File: src/hdl/cache_mode_pkg.sv
// Constants, types and the mode decode shared by the cache mode control block.
// Assumes a single core clock with a synchronous active-high reset.
// Functional notes
// - Write-policy set with caching enabled faults, code zero
// - Disable set, write-policy clear selects no-fill mode
// - No-fill read hits served, write hits update lines
// - No-fill write misses bypass; memory written selectively
// - No-fill shared write hit may go exclusive, read-invalidate
// - No-fill keeps invalidation and snoop answers
// - Cache disable alone never forces strict ordering
// - Reset: newer no-fill, older both flags set
// - Older both flags: no fill, exclusive to modified
// - Older both flags: no snoop invalidate, L1 silent unless dual processor
// - Newer: disable set ignores write-policy flag
// - Write-policy at bit 29; both clear write-back
// - Page uncached flag honoured with paging, caching on
// - Page write-through honoured with paging, write-policy clear
// - Page-base flags govern page directory accesses only
// - Feature switch bit 6 disables third-level cache
// - Older disabled L1 snoops only in dual processor
// - Address parity checked only while snoops accepted
// - Older variant applies external enable and select pins
// - Older variant drives page uncached, write-through pins
// - Cache disable at bit 30; clear enables caching
// - Normal mode: cacheable misses fill, write hits update
package cache_mode_pkg;

    localparam int CTRL_W            = 32;
    localparam int FAULT_CODE_W      = 16;
    localparam int WRITE_POLICY_BIT  = 29;
    localparam int CACHE_DISABLE_BIT = 30;
    localparam int L3_DISABLE_BIT    = 6;
    localparam int PAGE_WT_BIT       = 3;
    localparam int PAGE_UC_BIT       = 4;

    localparam logic [FAULT_CODE_W-1:0] FAULT_CODE_ZERO = 16'h0000;
    localparam logic [CTRL_W-1:0]       CTRL_RESET_NEW  = 32'h4000_0000;
    localparam logic [CTRL_W-1:0]       CTRL_RESET_OLD  = 32'h6000_0000;
    localparam logic [CTRL_W-1:0]       PBR_RESET       = 32'h0000_0000;
    localparam logic [CTRL_W-1:0]       FSR_RESET       = 32'h0000_0000;

    typedef enum logic [1:0] {
        MODE_NORMAL,
        MODE_NO_FILL,
        MODE_DISABLED
    } cache_mode_t;

    typedef struct packed {
        logic valid;
        logic is_write;
        logic hit;
        logic line_shared;
        logic line_exclusive;
        logic dir_access;
        logic page_uncached_flag;
        logic page_write_through_flag;
    } access_req_t;

    typedef struct packed {
        logic valid;
        logic cacheable;
        logic write_through;
        logic allocate;
        logic l3_allocate;
        logic update_line;
        logic write_memory;
        logic to_exclusive;
        logic to_modified;
        logic read_invalidate;
    } line_action_t;

    typedef struct packed {
        logic valid;
        logic l1_answer;
        logic lower_answer;
        logic invalidate;
    } snoop_reply_t;

    // Flag pair to operating mode
    function automatic cache_mode_t decode_mode(input logic cd,
                                                input logic nw,
                                                input logic older);
        cache_mode_t m;
        m = MODE_NORMAL;
        if (cd && nw && older) begin
            m = MODE_DISABLED;
        end else if (cd) begin
            m = MODE_NO_FILL;
        end
        return m;
    endfunction

    // Write-policy set while caching enabled
    function automatic logic bad_setting(input logic [CTRL_W-1:0] v);
        return v[WRITE_POLICY_BIT] && !v[CACHE_DISABLE_BIT];
    endfunction

endpackage

File: src/hdl/cache_mode_control.sv
// Cache mode control: control flags, page attributes and snoop policy.
// Assumes synchronous inputs on clk; requests decided one cycle later.
module cache_mode_control #(
    parameter bit OLDER_FAMILY = 1'b0,
    parameter int ADDR_W       = 32
) (
    // Clock and reset
    input  wire logic                              clk,
    input  wire logic                              reset,
    // Control register writes
    input  wire logic                              ctrl_wr_en,
    input  wire logic [cache_mode_pkg::CTRL_W-1:0] ctrl_wr_data,
    input  wire logic                              pbr_wr_en,
    input  wire logic [cache_mode_pkg::CTRL_W-1:0] pbr_wr_data,
    input  wire logic                              fsr_wr_en,
    input  wire logic [cache_mode_pkg::CTRL_W-1:0] fsr_wr_data,
    // System state
    input  wire logic                              paging_en,
    input  wire logic                              region_regs_disabled,
    input  wire logic                              all_uncached,
    input  wire logic                              region_promote_ok,
    input  wire logic                              dual_processor,
    // External cache control pins
    input  wire logic                              cache_enable_in_n,
    input  wire logic                              writeback_select_in,
    // Access request
    input  cache_mode_pkg::access_req_t            access_req,
    // Snoops and invalidation
    input  wire logic                              snoop_valid,
    input  wire logic                              snoop_inval_req,
    input  wire logic [ADDR_W-1:0]                 snoop_addr,
    input  wire logic                              snoop_parity,
    input  wire logic                              invalidate_instr,
    input  wire logic                              writeback_invalidate_instr,
    // Register contents and fault
    output logic [cache_mode_pkg::CTRL_W-1:0]      ctrl_value_r,
    output logic [cache_mode_pkg::CTRL_W-1:0]      pbr_value_r,
    output logic [cache_mode_pkg::CTRL_W-1:0]      fsr_value_r,
    output logic                                   protection_fault_r,
    output logic [cache_mode_pkg::FAULT_CODE_W-1:0] fault_code_r,
    // Mode status
    output cache_mode_pkg::cache_mode_t            mode_r,
    output logic                                   strict_order_r,
    output logic                                   l3_enable_r,
    // Line handling
    output cache_mode_pkg::line_action_t           action_r,
    // Snoop answers
    output cache_mode_pkg::snoop_reply_t           snoop_reply_r,
    output logic                                   addr_parity_error_out_r,
    output logic                                   flush_lines_r,
    output logic                                   writeback_lines_r,
    // Page pins for an external cache
    output logic                                   page_uncached_pin_r,
    output logic                                   page_write_through_pin_r
);
    import cache_mode_pkg::*;

    cache_mode_t  mode;
    line_action_t action_nxt;
    snoop_reply_t snoop_nxt;
    logic         cd;
    logic         nw;
    logic         sel_uc;
    logic         sel_wt;
    logic         page_uc_eff;
    logic         page_wt_eff;
    logic         ext_uc;
    logic         ext_wt;
    logic         cacheable;
    logic         wt;
    logic         wr_hit;
    logic         l1_accept;
    logic         parity_err;

    assign cd = ctrl_value_r[CACHE_DISABLE_BIT];
    assign nw = ctrl_value_r[WRITE_POLICY_BIT];

    mode_decode #(
        .OLDER_FAMILY (OLDER_FAMILY)
    ) u_mode_decode (
        .ctrl_value (ctrl_value_r),
        .mode       (mode)
    );

    // First control register with reset state per family
    always_ff @(posedge clk) begin
        if (reset) begin
            ctrl_value_r <= OLDER_FAMILY ? CTRL_RESET_OLD
                                         : CTRL_RESET_NEW;
        end else if (ctrl_wr_en && !bad_setting(ctrl_wr_data)) begin
            ctrl_value_r <= ctrl_wr_data;
        end
    end

    // Rejected setting raises a fault pulse
    always_ff @(posedge clk) begin
        if (reset) begin
            protection_fault_r <= 1'b0;
            fault_code_r       <= FAULT_CODE_ZERO;
        end else begin
            protection_fault_r <= ctrl_wr_en
                                  && bad_setting(ctrl_wr_data);
            fault_code_r       <= FAULT_CODE_ZERO;
        end
    end

    // Page-base control register
    always_ff @(posedge clk) begin
        if (reset) begin
            pbr_value_r <= PBR_RESET;
        end else if (pbr_wr_en) begin
            pbr_value_r <= pbr_wr_data;
        end
    end

    // Feature switch register
    always_ff @(posedge clk) begin
        if (reset) begin
            fsr_value_r <= FSR_RESET;
        end else if (fsr_wr_en) begin
            fsr_value_r <= fsr_wr_data;
        end
    end

    // Mode status, ordering and third-level enable
    always_ff @(posedge clk) begin
        if (reset) begin
            mode_r         <= MODE_NORMAL;
            strict_order_r <= 1'b0;
            l3_enable_r    <= 1'b0;
        end else begin
            mode_r         <= mode;
            strict_order_r <= region_regs_disabled || all_uncached;
            l3_enable_r    <= !fsr_value_r[L3_DISABLE_BIT];
        end
    end

    // Directory accesses take page-base flags, others the entry flags
    assign sel_uc = access_req.dir_access ? pbr_value_r[PAGE_UC_BIT]
                                          : access_req.page_uncached_flag;
    assign sel_wt = access_req.dir_access ? pbr_value_r[PAGE_WT_BIT]
                                          : access_req.page_write_through_flag;
    assign page_uc_eff = paging_en && !cd && sel_uc;
    assign page_wt_eff = paging_en && !nw && sel_wt;

    // External pins apply only to the older family
    assign ext_uc = OLDER_FAMILY && cache_enable_in_n;
    assign ext_wt = OLDER_FAMILY && !writeback_select_in;

    assign cacheable = !page_uc_eff && !ext_uc;
    assign wt        = page_wt_eff || ext_wt;
    assign wr_hit    = access_req.is_write && access_req.hit;

    // Line handling per mode
    always_comb begin
        action_nxt               = '0;
        action_nxt.valid         = access_req.valid;
        action_nxt.cacheable     = cacheable;
        action_nxt.write_through = wt;
        action_nxt.update_line   = wr_hit;
        unique case (mode)
            MODE_NORMAL: begin
                action_nxt.allocate = cacheable && !access_req.hit;
                action_nxt.write_memory = access_req.is_write
                    && (!access_req.hit || access_req.line_shared
                        || wt || !cacheable);
                action_nxt.to_modified = wr_hit && !wt
                    && access_req.line_exclusive;
                if (wr_hit && access_req.line_shared && !wt) begin
                    if (OLDER_FAMILY) begin
                        action_nxt.to_exclusive = writeback_select_in;
                    end else begin
                        action_nxt.to_modified     = region_promote_ok;
                        action_nxt.read_invalidate = region_promote_ok;
                    end
                end
            end
            MODE_NO_FILL: begin
                action_nxt.allocate = 1'b0;
                action_nxt.write_memory = access_req.is_write
                    && (!access_req.hit || access_req.line_shared
                        || wt);
                action_nxt.to_modified = wr_hit && !wt
                    && access_req.line_exclusive;
                if (wr_hit && access_req.line_shared) begin
                    action_nxt.to_exclusive = OLDER_FAMILY
                        ? writeback_select_in
                        : region_promote_ok;
                    action_nxt.read_invalidate = OLDER_FAMILY
                        ? writeback_select_in
                        : region_promote_ok;
                end
            end
            MODE_DISABLED: begin
                action_nxt.allocate    = 1'b0;
                action_nxt.to_modified = wr_hit
                    && access_req.line_exclusive;
                action_nxt.write_memory = access_req.is_write
                    && (!access_req.hit || access_req.line_shared);
            end
        endcase
        action_nxt.l3_allocate = action_nxt.allocate
            && !fsr_value_r[L3_DISABLE_BIT];
        if (!access_req.valid) begin
            action_nxt = '0;
        end
    end

    always_ff @(posedge clk) begin
        if (reset) begin
            action_r <= '0;
        end else begin
            action_r <= action_nxt;
        end
    end

    // Older disabled L1 answers snoops only in dual processor systems
    assign l1_accept = (mode != MODE_DISABLED) || dual_processor;

    always_comb begin
        snoop_nxt              = '0;
        snoop_nxt.valid        = snoop_valid;
        snoop_nxt.l1_answer    = snoop_valid && l1_accept;
        snoop_nxt.lower_answer = snoop_valid;
        snoop_nxt.invalidate   = snoop_valid && snoop_inval_req
                                 && (mode != MODE_DISABLED);
    end

    always_ff @(posedge clk) begin
        if (reset) begin
            snoop_reply_r <= '0;
        end else begin
            snoop_reply_r <= snoop_nxt;
        end
    end

    parity_check #(
        .ADDR_W (ADDR_W)
    ) u_parity_check (
        .clk          (clk),
        .reset        (reset),
        .check_en     (l1_accept),
        .snoop_valid  (snoop_valid),
        .snoop_addr   (snoop_addr),
        .snoop_parity (snoop_parity),
        .parity_err_r (parity_err)
    );

    // Parity error retimed to the output flop
    always_ff @(posedge clk) begin
        if (reset) begin
            addr_parity_error_out_r <= 1'b0;
        end else begin
            addr_parity_error_out_r <= parity_err;
        end
    end

    // Explicit invalidation stays allowed in every mode
    always_ff @(posedge clk) begin
        if (reset) begin
            flush_lines_r     <= 1'b0;
            writeback_lines_r <= 1'b0;
        end else begin
            flush_lines_r     <= invalidate_instr
                                 || writeback_invalidate_instr;
            writeback_lines_r <= writeback_invalidate_instr;
        end
    end

    // Page pins follow the selected flags on the older family
    always_ff @(posedge clk) begin
        if (reset) begin
            page_uncached_pin_r      <= 1'b0;
            page_write_through_pin_r <= 1'b0;
        end else begin
            page_uncached_pin_r      <= OLDER_FAMILY && access_req.valid
                                        && sel_uc;
            page_write_through_pin_r <= OLDER_FAMILY && access_req.valid
                                        && sel_wt;
        end
    end

endmodule

File: src/hdl/mode_decode.sv
// Combinational decode of the control flags into the cache mode.
// Assumes the control register value is held stable by the caller.
module mode_decode #(
    parameter bit OLDER_FAMILY = 1'b0
) (
    // Control register
    input  wire logic [cache_mode_pkg::CTRL_W-1:0] ctrl_value,
    // Decoded mode
    output cache_mode_pkg::cache_mode_t            mode
);
    import cache_mode_pkg::*;

    logic cd;
    logic nw;

    assign cd = ctrl_value[CACHE_DISABLE_BIT];
    assign nw = ctrl_value[WRITE_POLICY_BIT];

    // Newer family treats both flags set as no-fill
    assign mode = decode_mode(cd, nw, OLDER_FAMILY);

endmodule

File: src/hdl/parity_check.sv
// Even parity check on snooped addresses, registered error flag.
// Assumes address and parity are valid in the cycle of snoop_valid.
module parity_check #(
    parameter int ADDR_W = 32
) (
    // Clock and reset
    input  wire logic              clk,
    input  wire logic              reset,
    // Snoop address
    input  wire logic              check_en,
    input  wire logic              snoop_valid,
    input  wire logic [ADDR_W-1:0] snoop_addr,
    input  wire logic              snoop_parity,
    // Result
    output logic                   parity_err_r
);
    logic parity_err_nxt;

    assign parity_err_nxt = check_en && snoop_valid
                            && (^{snoop_addr, snoop_parity});

    always_ff @(posedge clk) begin
        if (reset) begin
            parity_err_r <= 1'b0;
        end else begin
            parity_err_r <= parity_err_nxt;
        end
    end

endmodule

File: config.mk
export PLATFORM = sky130hd
export DESIGN_NAME = cache_mode_control
export DESIGN_NICKNAME = d
export VERILOG_FILES = /design/src/hdl/cache_mode_pkg.sv /design/src/hdl/cache_mode_control.sv /design/src/hdl/mode_decode.sv /design/src/hdl/parity_check.sv
export SDC_FILE = /design/constraint.sdc
export NUM_CORES = 1
export LEC_CHECK = 0
export ABC_AREA = 1
export ABC_CLOCK_PERIOD_IN_PS = 1110
export BUFFER_PORTS_ARGS = -buffer_cell sky130_fd_sc_hd__buf_4
export CAP_MARGIN = 20
export CORE_UTILIZATION = 39
export DETAILED_ROUTE_END_ITERATION = 10
export GPL_TIMING_DRIVEN = 1
export PLACE_DENSITY = 0.76
export SLEW_MARGIN = 15
export SYNTH_ARGS = -nofsm -noshare
export SYNTH_HDL_FRONTEND = slang
export SYNTH_SLANG_ARGS = --single-unit
File: constraint.sdc
create_clock -name clk -period 1.11 [get_ports clk]
set_clock_uncertainty 0.1 [all_clocks]
set_input_delay 0.111 -clock clk [delete_from_list [all_inputs] [get_ports clk]]
set_output_delay 0.111 -clock clk [all_outputs]
set_load 0.05 [all_outputs]
Word-level counts from Yosys, hierarchy flattened

Cells that the tools add are included.

Bitwise gates (word level): 2
Multiplexer cells: 11
Reduce and logical (&&, ||, !) cells: 41
Equal/unequal tests: 3

Operators with widths:

| cell                                                            | count |
|---|---|
| 33-bit XOR reduction                                            | 1 |
| 1-bit logical AND                                               | 22 |
| 10-bit 2-to-1 mux                                               | 1 |
| 1-bit zero test                                                 | 8 |
| 1-bit logical OR                                                | 6 |
| 1-bit one-hot mux with 3 select lines                           | 2 |
| 1-bit 2-to-1 mux                                                | 5 |
| 1-bit one-hot mux with 2 select lines                           | 2 |
| 2-bit OR reduction                                              | 2 |
| 3-bit OR reduction                                              | 1 |
| 2-bit by 1-bit == test with 1-bit output, second input constant | 1 |
| 2-bit == test, second input constant                            | 1 |
| 2-bit zero test                                                 | 1 |
| 2-bit 2-to-1 mux                                                | 1 |
| 2-bit inequality test, second input constant                    | 1 |
| 1-bit NOT                                                       | 2 |

Flip-flop bits (word level): 118
Output and inout bits: 136
Input port bits: 153
Word-level logic and storage cells: 81

Depth between registers and ports, before layout

Depth in word-level cells: 9
Mapped depth: 14
Mapped depth without buffers: 14

Cells and area by module

From an unflattened synthesis, not the netlist that was laid out.

Cells, all modules: 694
Area, all modules: 4,987.3 um^2

Modules (own cells, without submodules):

| module             | sequential area each (um^2) | area each (um^2) | cells an instance | times used |
|---|---|---|---|---|
| cache_mode_control | 2,342.2                     | 4,236.6          | 536               | 1 |
| parity_check       | 20.0                        | 732.0            | 155               | 1 |
| mode_decode        | 0.0                         | 18.8             | 3                 | 1 |

Worst setup path before layout

Ideal clock, no wire load.

Kind: reg2reg
Start: register pbr_value_r[4] (netlist name)
End: register action_r[5] (netlist name)
Data required time: 0.866 ns
Path slack: -0.334 ns
Arrival time: 1.200 ns
Stages on the path, launching flop included: 6
Period minus slack after synthesis: 1.444 ns
Buffers on the path: 0
Setup time: 0.144 ns
Path through: dfxtp_1 nor2_1 nor4_1 nor2_1 nand2_1 nor3_1

Word-level cells in the longest chain between the ends: 6

Ends and longest elaborated chain:

| what                                  | RTL line                  | source |
|---|---|---|
| start, declared                       | cache_mode_control.sv:37  | `output logic [cache_mode_pkg::CTRL_W-1:0] pbr_value_r,` |
| start signal, assigned                | cache_mode_control.sv:112 | `pbr_value_r <= pbr_wr_data;` |
| 1-bit 2-to-1 mux                      | cache_mode_control.sv:139 | `assign sel_uc = access_req.dir_access ? pbr_value_r[PAGE_UC_BIT]` |
| 1-bit logical AND                     | cache_mode_control.sv:143 | `assign page_uc_eff = paging_en && !cd && sel_uc;` |
| 1-bit zero test                       | cache_mode_control.sv:150 | `assign cacheable = !page_uc_eff && !ext_uc;` |
| 1-bit logical AND                     | cache_mode_control.sv:163 | `action_nxt.allocate = cacheable && !access_req.hit;` |
| 1-bit one-hot mux with 2 select lines | cache_mode_control.sv:161 | `unique case (mode)` |
| 1-bit logical AND                     | cache_mode_control.sv:203 | `&& !fsr_value_r[L3_DISABLE_BIT];` |
| end signal, assigned                  | cache_mode_control.sv:213 | `action_r <= action_nxt;` |
| end, declared                         | cache_mode_control.sv:46  | `output cache_mode_pkg::line_action_t action_r,` |

No other way between the ends.
A chain may end at the register's enable or synchronous reset.

Worst setup path in the final report

Start: register pbr_value_r[3] (netlist name)
End: register action_r[3] (netlist name)

Word-level cells in the longest chain between the ends: 6
Elaborated cells on any way between the ends: 7
Classes of those cells: mux: 2; reduce/logical: 5

Ends and longest elaborated chain:

| what                                    | RTL line                                             | source |
|---|---|---|
| 1-bit 2-to-1 mux *                      | cache_mode_control.sv:141                            | `assign sel_wt = access_req.dir_access ? pbr_value_r[PAGE_WT_BIT]` |
| 1-bit logical AND *                     | cache_mode_control.sv:144                            | `assign page_wt_eff = paging_en && !nw && sel_wt;` |
| 1-bit logical OR *                      | cache_mode_control.sv:166, cache_mode_control.sv:182 |  |
| 1-bit logical OR                        | cache_mode_control.sv:166                            | `\|\| wt \|\| !cacheable);` |
| 1-bit logical AND                       | cache_mode_control.sv:165                            | `&& (!access_req.hit \|\| access_req.line_shared` |
| 1-bit one-hot mux with 3 select lines * | cache_mode_control.sv:161                            |  |

Every way passes the cells marked *; elsewhere a longest branch is shown, timed or not.

==> results_dict.tcl <==
set metrics [dict create \
    pwr_density_cell_nw_per_um2 1470 \
    fp.dieH_microns 114 \
    timing.final.crit_share_pct 161 \
    grt_pass1_vias 6590 \
    routed_wl_microns 31200 \
    grt_max_degree 45 \
    hold_slack_ns 0.0825 \
    synthArstFlopShare_pct 0 \
    period_needed_ns 1.79 \
    h-tree-depth 4 \
    ys_ff_latch 116 \
    arrival_ns 1.97 \
    p_sw_share_pct 32.6 \
    syn_area_per_cell_sq_um 6.69 \
    cap_violations 0 \
    rsz0062_at_grt "yes" \
    cp-start-kind "flop" \
    setup-tns-final_ns -14.44 \
    die_x_microns 114 \
    dp_hpwl_microns 10600 \
    cp-end-kind "flop" \
    root_buffer "clkbuf_16" \
    wire_per_inst_microns 23.3 \
    slowest_delay_ns 0.60 \
    drtAntennaViolNets 0 \
    pwr-share-clk_pct 40.2 \
    rows 40 \
    area_delta_synth_final_pct 115 \
    seq_area_frac_synth_pct 47.4 \
    finalWorstSetupSlack_ns -0.679 \
    maxSlewViolCount 0 \
    synth_top_cell_by_area "dfxtp_1" \
    drc 0 \
    critical_path_class "flop to flop" \
    port_buffers 266 \
    worst_pin_slew_ns 0.663 \
    vias 7418 \
    finalSetupViolCount 156 \
    ios 289 \
    leakagePower_nw 5.21 \
    crit_required_ns 1.29 \
    final_util_pct 87.0 \
    pwr-share-seq_pct 31.1 \
    critPathSlowestCell "o211ai_1" \
    gp_congestion 0.803 \
    pre_cts_slack_ns -0.215 \
    synth_edf_count 0 \
    crit_buf_inv 1 \
    cts_tree "done" \
    synth.distinct_cells 22 \
    relSlewSlack_pct 55.6 \
    cts_num_sinks 116 \
    antenna_found_initial 2 \
    crit_chain "o21ai_4 > nand3_2 > o211ai_1 > inv_1" \
    p_total_mw 15.4 \
    core_area_sq_um 12100 \
    clock_latency_ns 0.43 \
    grt_usage_pct 33.8 \
    cts_buffers 17 \
    synthCells 732 \
    initial_utilization_pct 40.4 \
    synth_top_area_share_pct 47.4 \
    clk_pin_slew_ns 0.06 \
    hold_viol_final 0 \
    drtPass1Iterations 8 \
    timing.fmax_ghz 0.559 \
    fin_nets 1305 \
    violations "setup timing" \
    p_switching_mw 5.03 \
    vias_per_cell 5.55 \
    grt_overflow 0 \
    vdd_drop_max_mv 1.88 \
    cp_max_fo 4 \
    drive_above_1_share_pct 44.3 \
    hold_class "primary input to flop" \
    combPwrFrac_pct 28.7 \
    yosysWarnings 0 \
    dieArea_sq_um 13000 \
    drtIter0Drc 1006 \
    intPower_mw 10.4 \
    netlist_area_sq_um 4900 \
    netlist_top_cells_area "dfxtp_1 (47%), nor2_1 (16%), nand2_1 (14%)" \
    cp_top_family "compound AO/OA/AOI/OAI gates" \
    outcome "finished, violations left" \
    grt_first_pass_wirelength_microns 33300 \
    cts_buffer_depth 2 \
    synth-main-ff-cell "dfxtp_1" \
]
==> tightest hold or removal path, delay by kind of cell <==
| kind | cells | cell delay (ns) |
|---|---|---|
| AOI/OAI and AO/OA | 1 | 0.19 |
| and+or+nand+nor | 1 | 0.04 |
| buffers and inverters | 1 | 0.23 |
==> registers in the layout, indices dropped and copies added, names as in the netlist, 2 cells and up <==
register and count:
action_r 10, ctrl_value_r 32, fsr_value_r 32, pbr_value_r 32, snoop_reply_r 2
==> cell families (layout without fill, tap and decap cells) <==
logic type	after synthesis	count (layout)	synth area share [%]
compound gates	102	102	10.6
buf+inv	104	518	9.86
flops	116	116	47.4
other cells	1	23	0.0766
simple gates	409	409	32.0
==> layout make-up <==
class	count	area, sq um
inverter	54	220
clock buffer	23	498
multi-input combinational	530	2300
timing repair buffer	433	4660
tap	168	210
fill	510	1570
clock inverter	8	146
antenna	4	10.0
sequential	116	2490
==> path summary, 6_finish.rpt <==
path	from	end	slack (ns)	depth (start not counted)
worst min register to register	u_parity_check.parity_err_r	addr_parity_error_out_r	0.30	2
worst min-delay path	fsr_wr_en	fsr_value_r[14]	0.08	3
worst max-delay path	pbr_value_r[3]	action_r[3]	-0.68	4
worst max register to register	pbr_value_r[3]	action_r[3]	-0.68	4
==> timing repair <==
item                       4_1_cts  5_1_grt
buffers inserted                 5       28
cloned                           0       10
hold buffers                   111        2
setup endpoints to repair      120      220
pin swaps                        2       10
hold endpoints to repair       114        3
gates resized for setup        309      104
==> Yosys cell counts (4+ instances only) <==
master,count
nand2_2,4
nand2_1,183
buf_4,23
nor2_1,211
a21oi_1,4
o21ai_0,93
inv_2,9
nand3_1,5
inv_1,45
dfxtp_1,116
buf_2,4
clkbuf_1,22
==> metrics by stage <==
step	cells	instance area, sq um
finish	1336	10500
global route	1332	10500
CTS	1294	9760
detailed placement	1147	7080
global placement	1147	7080
floorplan	750	5000
==> layout by cell type, fill, tap and decap left out, types with 3 or more instances in the layout <==
| master | instances |
|---|---|
| o21ai_1 | 13 |
| o21ai_0 | 80 |
| dfxtp_4 | 11 |
| nand3_1 | 4 |
| clkbuf_16 | 25 |
| buf_8 | 103 |
| nor2_1 | 192 |
| buf_4 | 184 |
| dfxtp_2 | 104 |
| nor2_2 | 18 |
| buf_12 | 11 |
| a21oi_2 | 3 |
| dlygate4sd3_1 | 110 |
| diode_2 | 4 |
| inv_1 | 43 |
| conb_1 | 19 |
| clkbuf_8 | 5 |
| bufinv_16 | 4 |
| inv_2 | 8 |
| nand2_1 | 179 |
| buf_6 | 15 |
| nand2_2 | 7 |
==> power groups by stage <==
stage                     registers, mW  logic (mW)  clock network, mW
final                              4.80        4.43               6.21
after global routing               4.81        4.58               6.35
after CTS                          4.71        3.63               5.98
after detailed placement           4.66        2.96                  0
after global placement             4.65        2.94                  0
after floorplan                    5.62       0.956                  0
==> per-layer routing <==
layer	vias up	wire, microns	GRT usage (%)
met5	-	72	0
met4	6	3030	26.7
met3	276	4390	12.4
met2	704	13500	60.5
met1	3367	10200	30.8
li1	3065	-	-
(Power assumes the default switching activity.)
